## src/fmr_pkg.sv

```systemverilog
// Package: register map, cause codes and constants for the fault monitor
package fmr_pkg;

  // ****************************************
  // Register offsets (byte addresses)
  // ****************************************
  localparam logic [7:0] ADDR_RST_CAUSE = 8'h00;
  localparam logic [7:0] ADDR_EXC_CAUSE = 8'h04;
  localparam logic [7:0] ADDR_CTRL      = 8'h08;
  localparam logic [7:0] ADDR_WDG_LOAD  = 8'h0c;
  localparam logic [7:0] ADDR_HV_STAT   = 8'h10;
  localparam logic [7:0] ADDR_SP_USR_LO = 8'h14;
  localparam logic [7:0] ADDR_SP_USR_HI = 8'h18;
  localparam logic [7:0] ADDR_SP_SYS_LO = 8'h1c;
  localparam logic [7:0] ADDR_SP_SYS_HI = 8'h20;
  localparam logic [7:0] ADDR_SP_SUP_LO = 8'h24;
  localparam logic [7:0] ADDR_SP_SUP_HI = 8'h28;
  localparam logic [7:0] ADDR_PDC       = 8'h2c;
  localparam logic [7:0] ADDR_PDC_LOCK  = 8'h30;
  localparam logic [7:0] ADDR_SCAN_ADDR = 8'h34;

  // ****************************************
  // Field positions
  // ****************************************
  localparam int CTRL_DREAD_BIT = 0;
  localparam int CTRL_INVECC_BIT = 1;
  localparam int CTRL_WDG_EN_BIT = 2;
  localparam int CTRL_SCAN_EN_BIT = 3;
  localparam int PDC_PK_DIS_BIT  = 0;
  localparam int PDC_SYM_DIS_BIT = 1;

  // ****************************************
  // Cause bit positions
  // ****************************************
  localparam int RC_VOLT   = 0;
  localparam int RC_CLK    = 1;
  localparam int RC_TEMP   = 2;
  localparam int RC_LIGHT  = 3;
  localparam int RC_RAMPAR = 4;
  localparam int RC_SCANPAR = 5;
  localparam int RC_FETCH  = 6;
  localparam int RC_WDG    = 7;
  localparam int RC_W      = 8;

  localparam int EC_SP_USR = 0;
  localparam int EC_SP_SYS = 1;
  localparam int EC_SP_SUP = 2;
  localparam int EC_ECC    = 3;
  localparam int EC_PK_DIS = 4;
  localparam int EC_SYM_DIS = 5;
  localparam int EC_W      = 6;

  // ****************************************
  // Constants and reset values
  // ****************************************
  localparam logic [31:0] PDC_LOCK_KEY  = 32'h0000_a5c3;
  localparam logic [15:0] LFSR_SEED     = 16'hace1;
  localparam int          FILT_LEN      = 3;
  localparam int          RAM_AW        = 8;
  localparam int          SP_W          = 16;
  localparam logic [3:0]  CTRL_RST      = 4'h8;
  localparam logic [31:0] WDG_LOAD_RST  = 32'h0000_ffff;
  localparam logic [SP_W-1:0] SP_LO_RST = 16'h0000;
  localparam logic [SP_W-1:0] SP_HI_RST = 16'hffff;

  // Stack modes
  typedef enum logic [2:0] {
    FMR_MODE_USR = 3'b001,
    FMR_MODE_SYS = 3'b010,
    FMR_MODE_SUP = 3'b100
  } fmr_mode_t;

endpackage

```

## src/fmr_monitor.sv

```systemverilog
// Fault monitor: sensor filtering, integrity checks, reset and exception response
//
// The register addresses and the APB slave port were left to the implementer.
`timescale 1ns/1ps
// Notes on behaviour
// (RULE1) Out-of-range parameter forces reset or raises a software exception.
// (RULE2) Voltage, clock, temperature sensed; supply, clock, reset flags filtered first.
// (RULE3) Light sensor hits are reported as a fault.
// (RULE4) Software enable bit gates the EEPROM double-read check.
// (RULE5) RAM parity checked on every RAM read.
// (RULE6) Background parity scan, random order, only on idle RAM cycles.
// (RULE7) Any RAM parity error forces a security reset.
// (RULE8) Reset restores all state and leaves a readable reset cause; a forced reset keeps stack limits, PDC and LFSR.
// (RULE9) Every exception records a readable reason.
// (RULE10) No software path can disable sensors; such writes do nothing.
// (RULE11) Three stack limit checkers: user, system, super system.
// (RULE12) Active stack pointer outside limits raises an exception.
// (RULE13) Fetch-integrity alarms from listed units cover CPU, MMU, bus, copy, config.
// (RULE14) Watchdog idle until software enables it, then guards execution.
// (RULE15) Programming high voltage checked each EEPROM write; result readable.
// (RULE16) Bad high voltage only updates status, never reset or exception.
// (RULE17) Inverted ECC option turns every ECC error into an exception.
// (RULE18) Using a configuration-disabled coprocessor raises an exception.
// (RULE19) Post-delivery config rewritable until lock key; then frozen forever; sys_rst clears PDC and its lock.
// (RULE20) Without inverted ECC, single-bit byte errors are corrected silently.
// (RULE21) Simultaneous reset and exception faults: reset wins and is recorded.
// (RULE22) Cause indicators hold until software clears or next reset.
module fmr_monitor (
  // Clock and reset
  input  wire logic                     clk,
  input  wire logic                     sys_rst,
  // APB slave
  input  wire logic                     psel,
  input  wire logic                     penable,
  input  wire logic                     pwrite,
  input  wire logic [7:0]               paddr,
  input  wire logic [31:0]              pwdata,
  output logic                          pready,
  output logic [31:0]                   prdata,
  output logic                          pslverr,
  // Raw sensor alarms
  input  wire logic                     volt_alarm,
  input  wire logic                     clk_alarm,
  input  wire logic                     temp_alarm,
  input  wire logic                     light_alarm,
  // Integrity checks
  input  wire logic [12:0]              fetch_alarm,
  input  wire logic                     ram_rd,
  input  wire logic                     ram_par_err,
  input  wire logic                     ram_busy,
  input  wire logic                     scan_par_err,
  // Stack
  input  wire logic [2:0]               cpu_mode,
  input  wire logic [fmr_pkg::SP_W-1:0] sp_value,
  // EEPROM
  input  wire logic                     ee_ecc_err,
  input  wire logic                     ee_write_seq,
  input  wire logic                     ee_hv_ok,
  // Coprocessor use attempts
  input  wire logic                     pk_access,
  input  wire logic                     sym_access,
  // Core-side outputs
  output logic                          sec_reset,
  output logic                          exc_req,
  output logic                          ee_dread_en,
  output logic                          ee_ecc_correct,
  output logic                          scan_rd,
  output logic [fmr_pkg::RAM_AW-1:0]    scan_addr,
  output logic                          pk_enable,
  output logic                          sym_enable
);

  // ****************************************
  // State
  // ****************************************
  typedef struct packed {
    logic                    pready;
    logic [31:0]             prdata;
    logic                    sec_reset;
    logic                    exc_req;
    logic                    scan_rd;
    logic [fmr_pkg::RC_W-1:0] rst_cause;
    logic [fmr_pkg::EC_W-1:0] exc_cause;
    logic [3:0]              ctrl;
    logic [31:0]             wdg_load;
    logic [31:0]             wdg_cnt;
    logic [1:0]              hv_stat;
    logic [2:0][fmr_pkg::SP_W-1:0] sp_lo;
    logic [2:0][fmr_pkg::SP_W-1:0] sp_hi;
    logic [1:0]              pdc;
    logic                    pdc_locked;
    logic [15:0]             lfsr;
    logic [3:0][fmr_pkg::FILT_LEN-1:0] filt;
    logic                    hv_seen;
  } fmr_state_t;

  fmr_state_t st_reg;
  fmr_state_t st_next;

  // Stack checker for one register set
  function automatic logic sp_out(input logic [fmr_pkg::SP_W-1:0] sp,
                                  input logic [fmr_pkg::SP_W-1:0] lo,
                                  input logic [fmr_pkg::SP_W-1:0] hi);
    sp_out = (sp < lo) || (sp > hi);
  endfunction

  logic [3:0] raw_alarm;
  logic [3:0] filt_alarm;
  logic [2:0] sp_bad;
  logic       wr_acc;
  logic       rd_acc;

  assign raw_alarm = {light_alarm, temp_alarm, clk_alarm, volt_alarm};
  assign wr_acc = psel && penable && pwrite && st_reg.pready;
  // Read decoded in the setup cycle so prdata stands with pready
  assign rd_acc = psel && !penable && !pwrite;

  // ****************************************
  // Sensor filters and stack checkers
  // ****************************************
  // Glitch filter: alarm must persist for the whole window, rejects noise spikes
  genvar gi;
  generate
    for (gi = 0; gi < 4; gi++) begin : g_filt
      assign filt_alarm[gi] = &st_reg.filt[gi]; // [RULE2] [RULE3]
    end
    for (gi = 0; gi < 3; gi++) begin : g_sp
      assign sp_bad[gi] = cpu_mode[gi] &&
                          sp_out(sp_value, st_reg.sp_lo[gi], st_reg.sp_hi[gi]); // [RULE11]
    end
  endgenerate

  // ****************************************
  // Next state
  // ****************************************
  always_comb begin
    logic [fmr_pkg::RC_W-1:0] rst_ev;
    logic [fmr_pkg::EC_W-1:0] exc_ev;
    logic [31:0]              rd;
    rst_ev = '0;
    exc_ev = '0;
    rd = 32'h0000_0000;
    st_next = st_reg;

    for (int i = 0; i < 4; i++) begin
      st_next.filt[i] = {st_reg.filt[i][fmr_pkg::FILT_LEN-2:0], raw_alarm[i]};
    end

    // Reset-forcing faults
    rst_ev[fmr_pkg::RC_VOLT]   = filt_alarm[0]; // [RULE1] [RULE2]
    rst_ev[fmr_pkg::RC_CLK]    = filt_alarm[1];
    rst_ev[fmr_pkg::RC_TEMP]   = filt_alarm[2];
    rst_ev[fmr_pkg::RC_LIGHT]  = filt_alarm[3]; // [RULE3]
    rst_ev[fmr_pkg::RC_RAMPAR] = ram_rd && ram_par_err; // [RULE5] [RULE7]
    rst_ev[fmr_pkg::RC_SCANPAR] = st_reg.scan_rd && scan_par_err; // [RULE6] [RULE7]
    rst_ev[fmr_pkg::RC_FETCH]  = |fetch_alarm; // [RULE13]
    rst_ev[fmr_pkg::RC_WDG]    = st_reg.ctrl[fmr_pkg::CTRL_WDG_EN_BIT] &&
                                 (st_reg.wdg_cnt == 32'h0000_0000); // [RULE14]

    // Exception faults
    exc_ev[fmr_pkg::EC_SP_USR]  = sp_bad[0]; // [RULE12]
    exc_ev[fmr_pkg::EC_SP_SYS]  = sp_bad[1];
    exc_ev[fmr_pkg::EC_SP_SUP]  = sp_bad[2];
    exc_ev[fmr_pkg::EC_ECC]     = ee_ecc_err && st_reg.ctrl[fmr_pkg::CTRL_INVECC_BIT]; // [RULE17]
    exc_ev[fmr_pkg::EC_PK_DIS]  = pk_access && st_reg.pdc[fmr_pkg::PDC_PK_DIS_BIT]; // [RULE18]
    exc_ev[fmr_pkg::EC_SYM_DIS] = sym_access && st_reg.pdc[fmr_pkg::PDC_SYM_DIS_BIT]; // [RULE18]

    // Watchdog countdown, reloaded by any write to its load register
    if (st_reg.ctrl[fmr_pkg::CTRL_WDG_EN_BIT] && st_reg.wdg_cnt != 32'h0000_0000) begin
      st_next.wdg_cnt = st_reg.wdg_cnt - 32'h0000_0001; // [RULE14]
    end

    // Scan steals only idle RAM cycles; LFSR gives the random order
    st_next.scan_rd = st_reg.ctrl[fmr_pkg::CTRL_SCAN_EN_BIT] && !ram_busy; // [RULE6]
    if (st_next.scan_rd) begin
      st_next.lfsr = {st_reg.lfsr[14:0],
                      st_reg.lfsr[15] ^ st_reg.lfsr[13] ^ st_reg.lfsr[12] ^ st_reg.lfsr[10]};
    end

    // APB: zero wait, answer in the access cycle
    st_next.pready = psel && !penable;
    st_next.prdata = 32'h0000_0000;

    // Register writes; clear happens first so a same-cycle event wins
    if (wr_acc) begin
      unique case (paddr)
        fmr_pkg::ADDR_RST_CAUSE: st_next.rst_cause = st_reg.rst_cause &
                                   ~pwdata[fmr_pkg::RC_W-1:0]; // [RULE22]
        fmr_pkg::ADDR_EXC_CAUSE: st_next.exc_cause = st_reg.exc_cause &
                                   ~pwdata[fmr_pkg::EC_W-1:0]; // [RULE22]
        fmr_pkg::ADDR_CTRL:      st_next.ctrl = pwdata[3:0]; // [RULE4]
        fmr_pkg::ADDR_WDG_LOAD: begin
          st_next.wdg_load = pwdata;
          st_next.wdg_cnt  = pwdata;
        end
        fmr_pkg::ADDR_HV_STAT:   st_next.hv_stat = st_reg.hv_stat & ~pwdata[1:0];
        fmr_pkg::ADDR_SP_USR_LO: st_next.sp_lo[0] = pwdata[fmr_pkg::SP_W-1:0];
        fmr_pkg::ADDR_SP_USR_HI: st_next.sp_hi[0] = pwdata[fmr_pkg::SP_W-1:0];
        fmr_pkg::ADDR_SP_SYS_LO: st_next.sp_lo[1] = pwdata[fmr_pkg::SP_W-1:0];
        fmr_pkg::ADDR_SP_SYS_HI: st_next.sp_hi[1] = pwdata[fmr_pkg::SP_W-1:0];
        fmr_pkg::ADDR_SP_SUP_LO: st_next.sp_lo[2] = pwdata[fmr_pkg::SP_W-1:0];
        fmr_pkg::ADDR_SP_SUP_HI: st_next.sp_hi[2] = pwdata[fmr_pkg::SP_W-1:0];
        fmr_pkg::ADDR_PDC: begin
          if (!st_reg.pdc_locked) begin
            st_next.pdc = pwdata[1:0]; // [RULE19]
          end
        end
        fmr_pkg::ADDR_PDC_LOCK: begin
          if (pwdata == fmr_pkg::PDC_LOCK_KEY) begin
            st_next.pdc_locked = 1'b1; // [RULE19]
          end
        end
        // Sensor filters have no address at all, so no write can mask them
        default: st_next.ctrl = st_reg.ctrl; // [RULE10]
      endcase
    end

    // High voltage check result; applied after the clear so a set wins
    st_next.hv_seen = ee_write_seq;
    if (ee_write_seq) begin
      st_next.hv_stat[0] = st_next.hv_stat[0] | ~ee_hv_ok; // [RULE15] [RULE16]
    end
    if (st_reg.hv_seen && !ee_write_seq) begin
      st_next.hv_stat[1] = 1'b1; // [RULE15]
    end

    if (rd_acc) begin
      unique case (paddr)
        fmr_pkg::ADDR_RST_CAUSE: rd = {{(32-fmr_pkg::RC_W){1'b0}}, st_reg.rst_cause}; // [RULE8]
        fmr_pkg::ADDR_EXC_CAUSE: rd = {{(32-fmr_pkg::EC_W){1'b0}}, st_reg.exc_cause}; // [RULE9]
        fmr_pkg::ADDR_CTRL:      rd = {28'h000_0000, st_reg.ctrl};
        fmr_pkg::ADDR_WDG_LOAD:  rd = st_reg.wdg_cnt;
        fmr_pkg::ADDR_HV_STAT:   rd = {30'h0000_0000, st_reg.hv_stat}; // [RULE15]
        fmr_pkg::ADDR_SP_USR_LO: rd = {16'h0000, st_reg.sp_lo[0]};
        fmr_pkg::ADDR_SP_USR_HI: rd = {16'h0000, st_reg.sp_hi[0]};
        fmr_pkg::ADDR_SP_SYS_LO: rd = {16'h0000, st_reg.sp_lo[1]};
        fmr_pkg::ADDR_SP_SYS_HI: rd = {16'h0000, st_reg.sp_hi[1]};
        fmr_pkg::ADDR_SP_SUP_LO: rd = {16'h0000, st_reg.sp_lo[2]};
        fmr_pkg::ADDR_SP_SUP_HI: rd = {16'h0000, st_reg.sp_hi[2]};
        fmr_pkg::ADDR_PDC:       rd = {30'h0000_0000, st_reg.pdc};
        fmr_pkg::ADDR_PDC_LOCK:  rd = {31'h0000_0000, st_reg.pdc_locked};
        fmr_pkg::ADDR_SCAN_ADDR: rd = {24'h00_0000, st_reg.lfsr[fmr_pkg::RAM_AW-1:0]};
        default:                 rd = 32'h0000_0000;
      endcase
    end
    st_next.prdata = rd; // [RULE8] [RULE9]

    // Response: reset beats exception; a reset cycle records only reset causes
    st_next.sec_reset = |rst_ev; // [RULE1] [RULE21]
    st_next.exc_req   = !(|rst_ev) && (|exc_ev); // [RULE1] [RULE21]
    st_next.rst_cause = st_next.rst_cause | rst_ev; // [RULE8] [RULE22]
    if (!(|rst_ev)) begin
      st_next.exc_cause = st_next.exc_cause | exc_ev; // [RULE9]
    end
    // Forced reset clears working state at once, so no fault repeats itself
    if (|rst_ev) begin
      st_next.ctrl     = fmr_pkg::CTRL_RST; // [RULE8]
      st_next.wdg_load = fmr_pkg::WDG_LOAD_RST;
      st_next.wdg_cnt  = fmr_pkg::WDG_LOAD_RST;
      st_next.exc_cause = '0;
      st_next.hv_stat  = 2'b00;
      st_next.scan_rd  = 1'b0;
    end
  end

  // ****************************************
  // Registers
  // ****************************************
  always_ff @(posedge clk or posedge sys_rst) begin
    if (sys_rst) begin
      st_reg            <= '0;
      st_reg.ctrl       <= fmr_pkg::CTRL_RST;
      st_reg.wdg_load   <= fmr_pkg::WDG_LOAD_RST;
      st_reg.wdg_cnt    <= fmr_pkg::WDG_LOAD_RST;
      st_reg.lfsr       <= fmr_pkg::LFSR_SEED;
      st_reg.sp_lo      <= {3{fmr_pkg::SP_LO_RST}};
      st_reg.sp_hi      <= {3{fmr_pkg::SP_HI_RST}};
    end else begin
      st_reg <= st_next;
    end
  end

  // ****************************************
  // Outputs
  // ****************************************
  assign pready         = st_reg.pready;
  assign prdata         = st_reg.prdata;
  assign pslverr        = 1'b0;
  assign sec_reset      = st_reg.sec_reset;
  assign exc_req        = st_reg.exc_req;
  assign ee_dread_en    = st_reg.ctrl[fmr_pkg::CTRL_DREAD_BIT]; // [RULE4]
  assign ee_ecc_correct = !st_reg.ctrl[fmr_pkg::CTRL_INVECC_BIT]; // [RULE20]
  assign scan_rd        = st_reg.scan_rd;
  assign scan_addr      = st_reg.lfsr[fmr_pkg::RAM_AW-1:0]; // [RULE6]
  assign pk_enable      = !st_reg.pdc[fmr_pkg::PDC_PK_DIS_BIT];
  assign sym_enable     = !st_reg.pdc[fmr_pkg::PDC_SYM_DIS_BIT];

endmodule

```

## config.mk

```make
export PLATFORM = sky130hd
export DESIGN_NAME = fmr_monitor
export DESIGN_NICKNAME = d
export VERILOG_FILES = /design/src/fmr_pkg.sv /design/src/fmr_monitor.sv
export SDC_FILE = /design/constraint.sdc
export NUM_CORES = 1
export LEC_CHECK = 0
export BUFFER_PORTS_ARGS = -buffer_cell sky130_fd_sc_hd__buf_2
export CAP_MARGIN = 20
export CORE_MARGIN = 3
export CORE_UTILIZATION = 32
export CTS_CLUSTER_DIAMETER = 60
export DETAILED_ROUTE_END_ITERATION = 8
export PLACE_DENSITY = 0.53
export SLEW_MARGIN = 30
export SYNTH_ARGS = -nofsm -noshare
export SYNTH_HDL_FRONTEND = slang
export SYNTH_SLANG_ARGS = --single-unit
```

## constraint.sdc

```tcl
create_clock -name clk -period 8.59 [get_ports clk]
set_input_delay 0.859 -clock clk [delete_from_list [all_inputs] [get_ports clk]]
set_output_delay 0.859 -clock clk [all_outputs]
set_load 0.02 [all_outputs]
```

# Word level (Yosys, flattened, before mapping)
# Cells that the tools add are included.
dict set report classes {
  n_bitwise 14
  mux 23
  eq_ne 14
  n_reduce_logical 53
  n_lt_le_gt_ge 6
  addsub 1
}
# op n
set ops {}
lappend ops {{32-bit case mux with 14 select lines} 1}
lappend ops {{183-bit 2-to-1 mux} 1}
lappend ops {{16-bit 2-to-1 mux} 6}
lappend ops {{76-bit 2-to-1 mux} 1}
lappend ops {{32-bit 2-to-1 mux} 2}
lappend ops {{64-bit 2-to-1 mux} 1}
lappend ops {{8-bit by 6-bit == test with 1-bit output, second input constant} 6}
lappend ops {{16-bit greater-than comparator} 3}
lappend ops {{16-bit < comparator} 3}
lappend ops {{32-bit by 16-bit == test with 1-bit output, second input constant} 1}
lappend ops {{8-bit by 5-bit == test with 1-bit output, second input constant} 4}
lappend ops {{32-bit logical NOT} 1}
lappend ops {{32-bit nonzero test} 1}
lappend ops {{32-bit by 1-bit subtractor with 32-bit output, second input constant} 1}
lappend ops {{20-bit OR reduction} 1}
lappend ops {{1-bit logical AND} 18}
lappend ops {{3-bit AND reduction} 6}
lappend ops {{8-bit by 4-bit == test with 1-bit output, second input constant} 2}
lappend ops {{2-bit AND reduction} 8}
lappend ops {{13-bit OR reduction} 1}
lappend ops {{8-bit AND} 1}
lappend ops {{8-bit by 3-bit == test with 1-bit output, second input constant} 1}
lappend ops {{1-bit logical NOT} 8}
lappend ops {{8-bit logical NOT} 1}
lappend ops {{19 further kinds} 32}
dict set report totals {
  regBits 216
  out_inout_bits 49
  wordCells 136
  inputBits 90
}

# Depth between registers and ports, before layout
# Gate-level depths: netlist of the first run.
dict set report logic_depth {
  word_depth 8
  ltp_mapped 9
  mapped_depth_nobuf 9
}

# Worst setup path before layout of the first run
# OpenSTA, ideal clock, no wires.
dict set report synth_timing {
  path_kind {input -> register}
  start {in sp_value[15] (netlist bit)}
  end {reg st_reg (netlist bit exc_req)}
  setup_slack_ps 5871
  arrival_time_ps 2595
  path_buffers 0
  stages 7
  setup_ps 124
  t_required_ps 8466
  cell_sequence {ha_1 > nand4_1 > or4_1 > o21ai_0 > a21oi_1 > or3_1 > o31a_1}
}
# element line_no
set synth_rtl {}
lappend synth_rtl {{start, declared} fmr_monitor.sv:54} ;# input wire logic [fmr_pkg::SP_W-1:0] sp_value,
lappend synth_rtl {{end signal, assigned} fmr_monitor.sv:279} ;# st_reg <= st_next;
lappend synth_rtl {{end, declared} fmr_monitor.sv:97} ;# fmr_state_t st_reg;

==> flow_summary.yaml, run 1 <==
worst_setup_path:
  crit_path_end_kind: "flop"
  path_cells: "or4_4, and4bb_2, nand3_1, nor2_1, nor2b_1, buf_4, clkinv_1, a311oi_1"
  cp_max_fo: 24
  crit_type: "reg -> reg"
  max_stage_delay_ns: 0.68
  arrival_ns: 4.23
  critPathLaunchType: "flop"
  critPathRequiredTime_ns: 9.01
  path_buf_inv: 2
  crit_slowest_cell: "nor2b_1"
  crit_family: "simple AND/OR/NAND/NOR gates"
synthesis:
  netlist.area_leader.share: 0.294
  synth_top_cell_by_area: "dfrtp_1"
  synth_edf_count: 0
  ys_warn_count: 0
  synth_cells: 1169
  synth_cell_types: 64
  seq_area_frac_synth: 0.452
  async_flop_share: 1.00
  synth.most_common_cell: "dfrtp_1"
  ys_top_cells_by_area: "dfrtp_1, dfstp_2, mux2_2"
  syn-cell-area_sq_um: 12200
  synth_ff_type: "dfrtp_1"
  synth-seq-cells: 216
  yosys-top-cells-count: "dfrtp_1, mux2_2, inv_1, ha_1, nand2_1"
  synth_nets: 1353
  avgSynthCellArea_sq_um: 10.4
clocking:
  htreeDepth: 1
  clockBufferDepth: 3
  postCtsHoldBufs: 0
  cts_tree: "done"
  cts_setup_buffers: 0
  cts_buffers: 28
  cts_resized: 0
  insertion_delay_ns: 0.54
  clk_pin_slew_ns: 0.06
  cts_root_buffer: "clkbuf_16"
  cts.sinks: 216
power_and_ir_drop:
  p_seq_frac: 0.426
  p_sw_mw: 0.655
  power.density_nw_per_um2: 187
  combPwrFrac: 0.094
  swShare: 0.248
  peakVddDrop_uv: 155
  clockPowerShare: 0.481
  internal_power_mw: 1.98
  p_leak_nw: 5.99
timing:
  max_slew_margin: 0.306
  hold_violations: 0
  worst_slew_pin_slew_ns: 1.04
  fmax_ghz: 0.262
  drv_slew: 0
  setup_tns_ns: 0
  rsz0062_at_grt: "false"
  fin_crit_sh: 0.444
  skew_ns: 0.0152
  fin_ws_ns: 4.78
  min_period_ns: 3.81
  setup_viol: 0
routing:
  wl_per_cell_um: 21.6
  firstDrtPassIters: 6
  wl_um: 38700
  routed_via_density: 5.22
  vias: 9371
  drt-initial-drc-count: 730
  drc: 0
  postRouteAntennaNets: 0
finish:
  syn2layout_area_growth_pct: 16.3
  final_nets: 1451
  fin_area_sq_um: 14100
  fin_util: 0.382
  drive_above_1_share: 0.309
  largest_reg_flops: 163
placement:
  gp_congestion: 0.870
  dp_slack_ns: 4.69
  place_area_sq_um: 13100
  dp_hpwl_um: 28100
  io_buffers: 137
outcome:
  outcome: "finished clean"
global_routing:
  track_usage: 0.189
  grt.overflow.total: 0
  grt_max_degree: 105
  grt_pass1_wl_um: 59900
  antenna_found_initial: 2
  first_global_vias: 9838
die:
  rows: 70
  die_w_um: 201
  core_area_sq_um: 37000
  die_height_um: 201
  io_pins: 139
  initial_core_util: 0.328
  die_area_sq_um: 40400
job:
  drv_cap: 0
worst_hold_path:
  hp-class: "reg -> reg"
==> routing by layer <==
| layer | GRT usage | routed length, um | vias to the layer above | part of all wire |
|---|---|---|---|---|
| met5 | 0 | 0 | - | 0 |
| met4 | 0.0402 | 676 | 0 | 0.017 |
| met3 | 0.0282 | 2590 | 50 | 0.067 |
| met2 | 0.313 | 17900 | 297 | 0.46 |
| met1 | 0.265 | 17500 | 4660 | 0.45 |
| li1 | - | - | 4364 | - |
==> placed cells by master, fill, tap and decap left out, drive strengths merged, types with 13 or more instances in the layout <==
cell and instances:
buf 151, dfrtp 143, mux2 111, inv 104, ha 94, nand2 81, dfstp 73, nor2 66
a21oi 53, clkbuf 40, o21ai 39, nand3 28, nand4 24, a22oi 24, nor3 21, and2 20
xnor2 19, a31oi 17, a211oi 17, a22o 15, a221oi 14, a222oi 13
==> power by group through the flow <==
stage                     Clock, mW  Combinational [mW]  Sequential (mW)
after floorplan                   0               0.180             1.12
after global placement            0               0.248             1.14
final                          1.27               0.247             1.12
after CTS                      1.30               0.253             1.12
after global routing           1.34               0.276             1.13
after detailed placement          0               0.251             1.14
==> worst register-to-register path: stages (launching register included) <==
cell	delay, ns
dfstp_2	0.61
or4_4	0.15
and4bb_2	0.29
nand3_1	0.32
nor2_1	0.17
nor2b_1	0.69
buf_4	0.32
clkinv_1	0.69
a311oi_1	0.46
==> metrics by stage <==
| step | hold slack [ns] | total power, mW | std cells |
|---|---|---|---|
| after detailed placement | 0.362 | 1.39 | 1741 |
| final | 0.375 | 2.64 | 1794 |
| after CTS | 0.375 | 2.68 | 1793 |
| after floorplan | 0.353 | 1.30 | 1169 |
| after global placement | 0.359 | 1.39 | 1741 |
| after global routing | 0.387 | 2.75 | 1794 |
==> final cells by class <==
cell class,instances,area (sq um)
antenna,1,2.50
clock buffer,40,807
clock inverter,12,200
fill,3733,22900
inverter,103,394
multi-input combinational,767,5820
sequential,216,5500
tap,504,631
timing repair buffer,151,791
==> path summary, 6_finish.rpt <==
check / endpoint / depth (start not counted) / startpoint / slack, ns
worst max-delay path: st_reg[151] / 8 / st_reg[139] / 4.78
worst min-delay path: st_reg[6] / 0 / st_next[6] / 0.38
worst max register to register: st_reg[151] / 8 / st_reg[139] / 4.78
worst min register to register: st_reg[6] / 0 / st_next[6] / 0.38
max in group asynchronous: prdata[20] / 3 / sys_rst / 6.84
min in group asynchronous: prdata[4] / 2 / sys_rst / 0.46
==> cell families (layout without fill, tap and decap cells) <==
family / after synthesis / count (layout) / share of synthesized area
adder cells (fa/ha/maj): 94 / 94 / 0.0967
other: 1 / 2 / 0.000308
flip-flops: 216 / 216 / 0.452
AO/OA/AOI/OAI: 229 / 229 / 0.128
multiplexers: 111 / 111 / 0.103
AND/OR/NAND/NOR: 306 / 306 / 0.131
XOR/XNOR: 26 / 26 / 0.0187
buffers and inverters: 186 / 306 / 0.0702
Note: power is estimated with default switching activity, not from simulation.
==> inputs of run 2 (changes only) <==
Settings changed: ABC_AREA set to 1, PLACE_DENSITY 0.53 to 0.54.
Clock period 8.59 ns to 3.1 ns, I/O delays scaled along.
==> run 2 against run 1 <==
  * Combinational power rose by 150%
  * Sequential share of layout area fell by 1.8 points
  * Global-route usage rose by 0.68 points
  * Critical endpoint is now st_reg[110]
==> flow_summary.yaml, run 2 <==
outcome:
  outcome: "finished clean"
global_routing:
  grt-busiest-layer: "met2"
  grt.overflow.total: 0
  track_usage: 0.196
  grt_pass1_wl_um: 64400
  groute.layer.met1.usage: 0.285
  first_global_vias: 10968
  grtUsageMet3: 0.0278
  antenna_found_initial: 0
  grt_max_degree: 57
  met2_usage: 0.302
synthesis:
  synth_edf_count: 0
  synth_top_cell_by_area: "dfrtp_1"
  synth-seq-cells: 216
  avgSynthCellArea_sq_um: 7.94
  synth_ff_type: "dfrtp_1"
  synth.most_common_cell: "nand2_1"
  syn-cell-area_sq_um: 12700
  async_flop_share: 1.00
  netlist.area_leader.share: 0.281
  ys_top_cells_by_area: "dfrtp_1, dfstp_2, nand2_1"
  synth_cells: 1602
  seq_area_frac_synth: 0.432
  yosys-top-cells-count: "nand2_1, inv_1, o21ai_0, dfrtp_1, nor2_1"
  synth_nets: 1786
  synth_cell_types: 45
  ys_warn_count: 0
placement:
  gp_congestion: 0.915
  io_buffers: 137
  dp_hpwl_um: 31300
clocking:
  htreeDepth: 1
  cts_root_buffer: "clkbuf_16"
  cts_tree: "done"
  clk_pin_slew_ns: 0.06
  cts_buffers: 29
  clockBufferDepth: 3
  cts_resized: 0
  insertion_delay_ns: 0.55
  cts.sinks: 216
die:
  initial_core_util: 0.327
  rows: 72
  die_area_sq_um: 42200
  die_height_um: 205
  die_w_um: 205
  core_area_sq_um: 38900
  io_pins: 139
power_and_ir_drop:
  peakVddDrop_uv: 442
  power.density_nw_per_um2: 461
  p_leak_nw: 6.70
  total_power_mw: 6.84
finish:
  final_cell_mix: "nand2_1, inv_1, o21ai_0, dfrtp_1, buf_2"
  drive_above_1_share: 0.180
  syn2layout_area_growth_pct: 16.6
  final_nets: 1903
  multiInputGateArea_sq_um: 5870
  diodes: 0
  largest_reg_flops: 163
  fin_util: 0.381
  register_area_sq_um: 5500
  final_common_cell: "nand2_1"
  nFillCells: 4100
timing:
  fmax_ghz: 0.423
  setup_tns_ns: 0
  setup_viol: 0
  rsz0062_at_grt: "false"
  skew_ns: 0.00873
  drv_slew: 0
  worst_slew_pin_slew_ns: 0.895
  hold_violations: 0
  max_slew_margin: 0.402
  fin_crit_sh: 0.763
  min_period_ns: 2.37
routing:
  routed_via_density: 4.91
  drc: 0
  vias: 11104
  wl_per_cell_um: 18.2
  postRouteAntennaNets: 0
  firstDrtPassIters: 5
  drt-initial-drc-count: 804
  wl_um: 41100
worst_setup_path:
  cp_max_fo: 32
  critPathRequiredTime_ns: 3.53
  crit_path_end_kind: "flop"
  arrival_ns: 2.80
  crit_type: "in -> reg"
  critPathLaunchType: "input port"
worst_hold_path:
  hp-class: "in -> reg"
job:
  drv_cap: 0
-- run 2: per-layer routing --
| metal | part of all wire | up-vias |
|---|---|---|
| met5 | 0 | - |
| met3 | 0.057 | 72 |
| met1 | 0.47 | 5236 |
| met2 | 0.44 | 362 |
| li1 | - | 5434 |
| met4 | 0.035 | 0 |
-- run 2: repair_timing --
item                                   in CTS  in global routing
endpoints found under the hold margin      23                  0
buffers inserted                            0                  0
hold buffers                               13                  0
-- run 2: final timing paths --
path | startpoint | endpoint | slack, ns | depth (start not counted)
min | pwdata[13] | st_reg[143] | 0.04 | 3
max in group asynchronous | sys_rst | st_reg[33] | 1.73 | 5
min reg2reg | st_next[6] | st_reg[6] | 0.37 | 0
min in group asynchronous | sys_rst | st_reg[93] | 0.43 | 3
max reg2reg | pready | st_reg[110] | 0.77 | 4
max | penable | st_reg[110] | 0.73 | 6
-- run 2: report_power, final --
group          internal, mW  total [mW]  switching (mW)
registers              2.91        2.95          0.0415
clock network          1.96        3.28            1.32
logic                 0.207       0.608           0.401
-- run 2: layout make-up --
class,count,share of cell area
Multi-Input combinational cell,1080,0.396
Tap cell,518,0.0437
Clock inverter,12,0.00734
Sequential cell,216,0.371
Timing Repair Buffer,175,0.0702
Clock buffer,42,0.0563
Inverter,217,0.0554
-- run 2: per-stage QoR --
stage	hold slack (ns)	area (sq um)	worst slack, ns	cells
floorplan	0.341	12700	0.0375	1602
global placement	0.360	13700	0.758	2193
detailed placement	0.363	13700	0.722	2193
CTS	0.0227	14800	0.753	2260
global route	0.0452	14800	0.508	2260
finish	0.0399	14800	0.734	2260
-- run 2: worst max-delay path: stages --
cell           delay, ns
dlygate4sd3_1       0.52
buf_2               0.11
nand4_1             0.27
inv_1               0.49
nand2_1             0.66
o21ai_0             0.42
-- run 2: kinds of logic after synthesis --
logic type	Yosys count	synth area share
adders and majority gates	94	0.0925
muxes	1	0.000886
and+or+nand+nor	624	0.207
xor gates and xnor gates	26	0.0179
DFF	216	0.432
other	1	0.000295
AOI/OAI and AO/OA	334	0.143
buffers and inverters	306	0.107
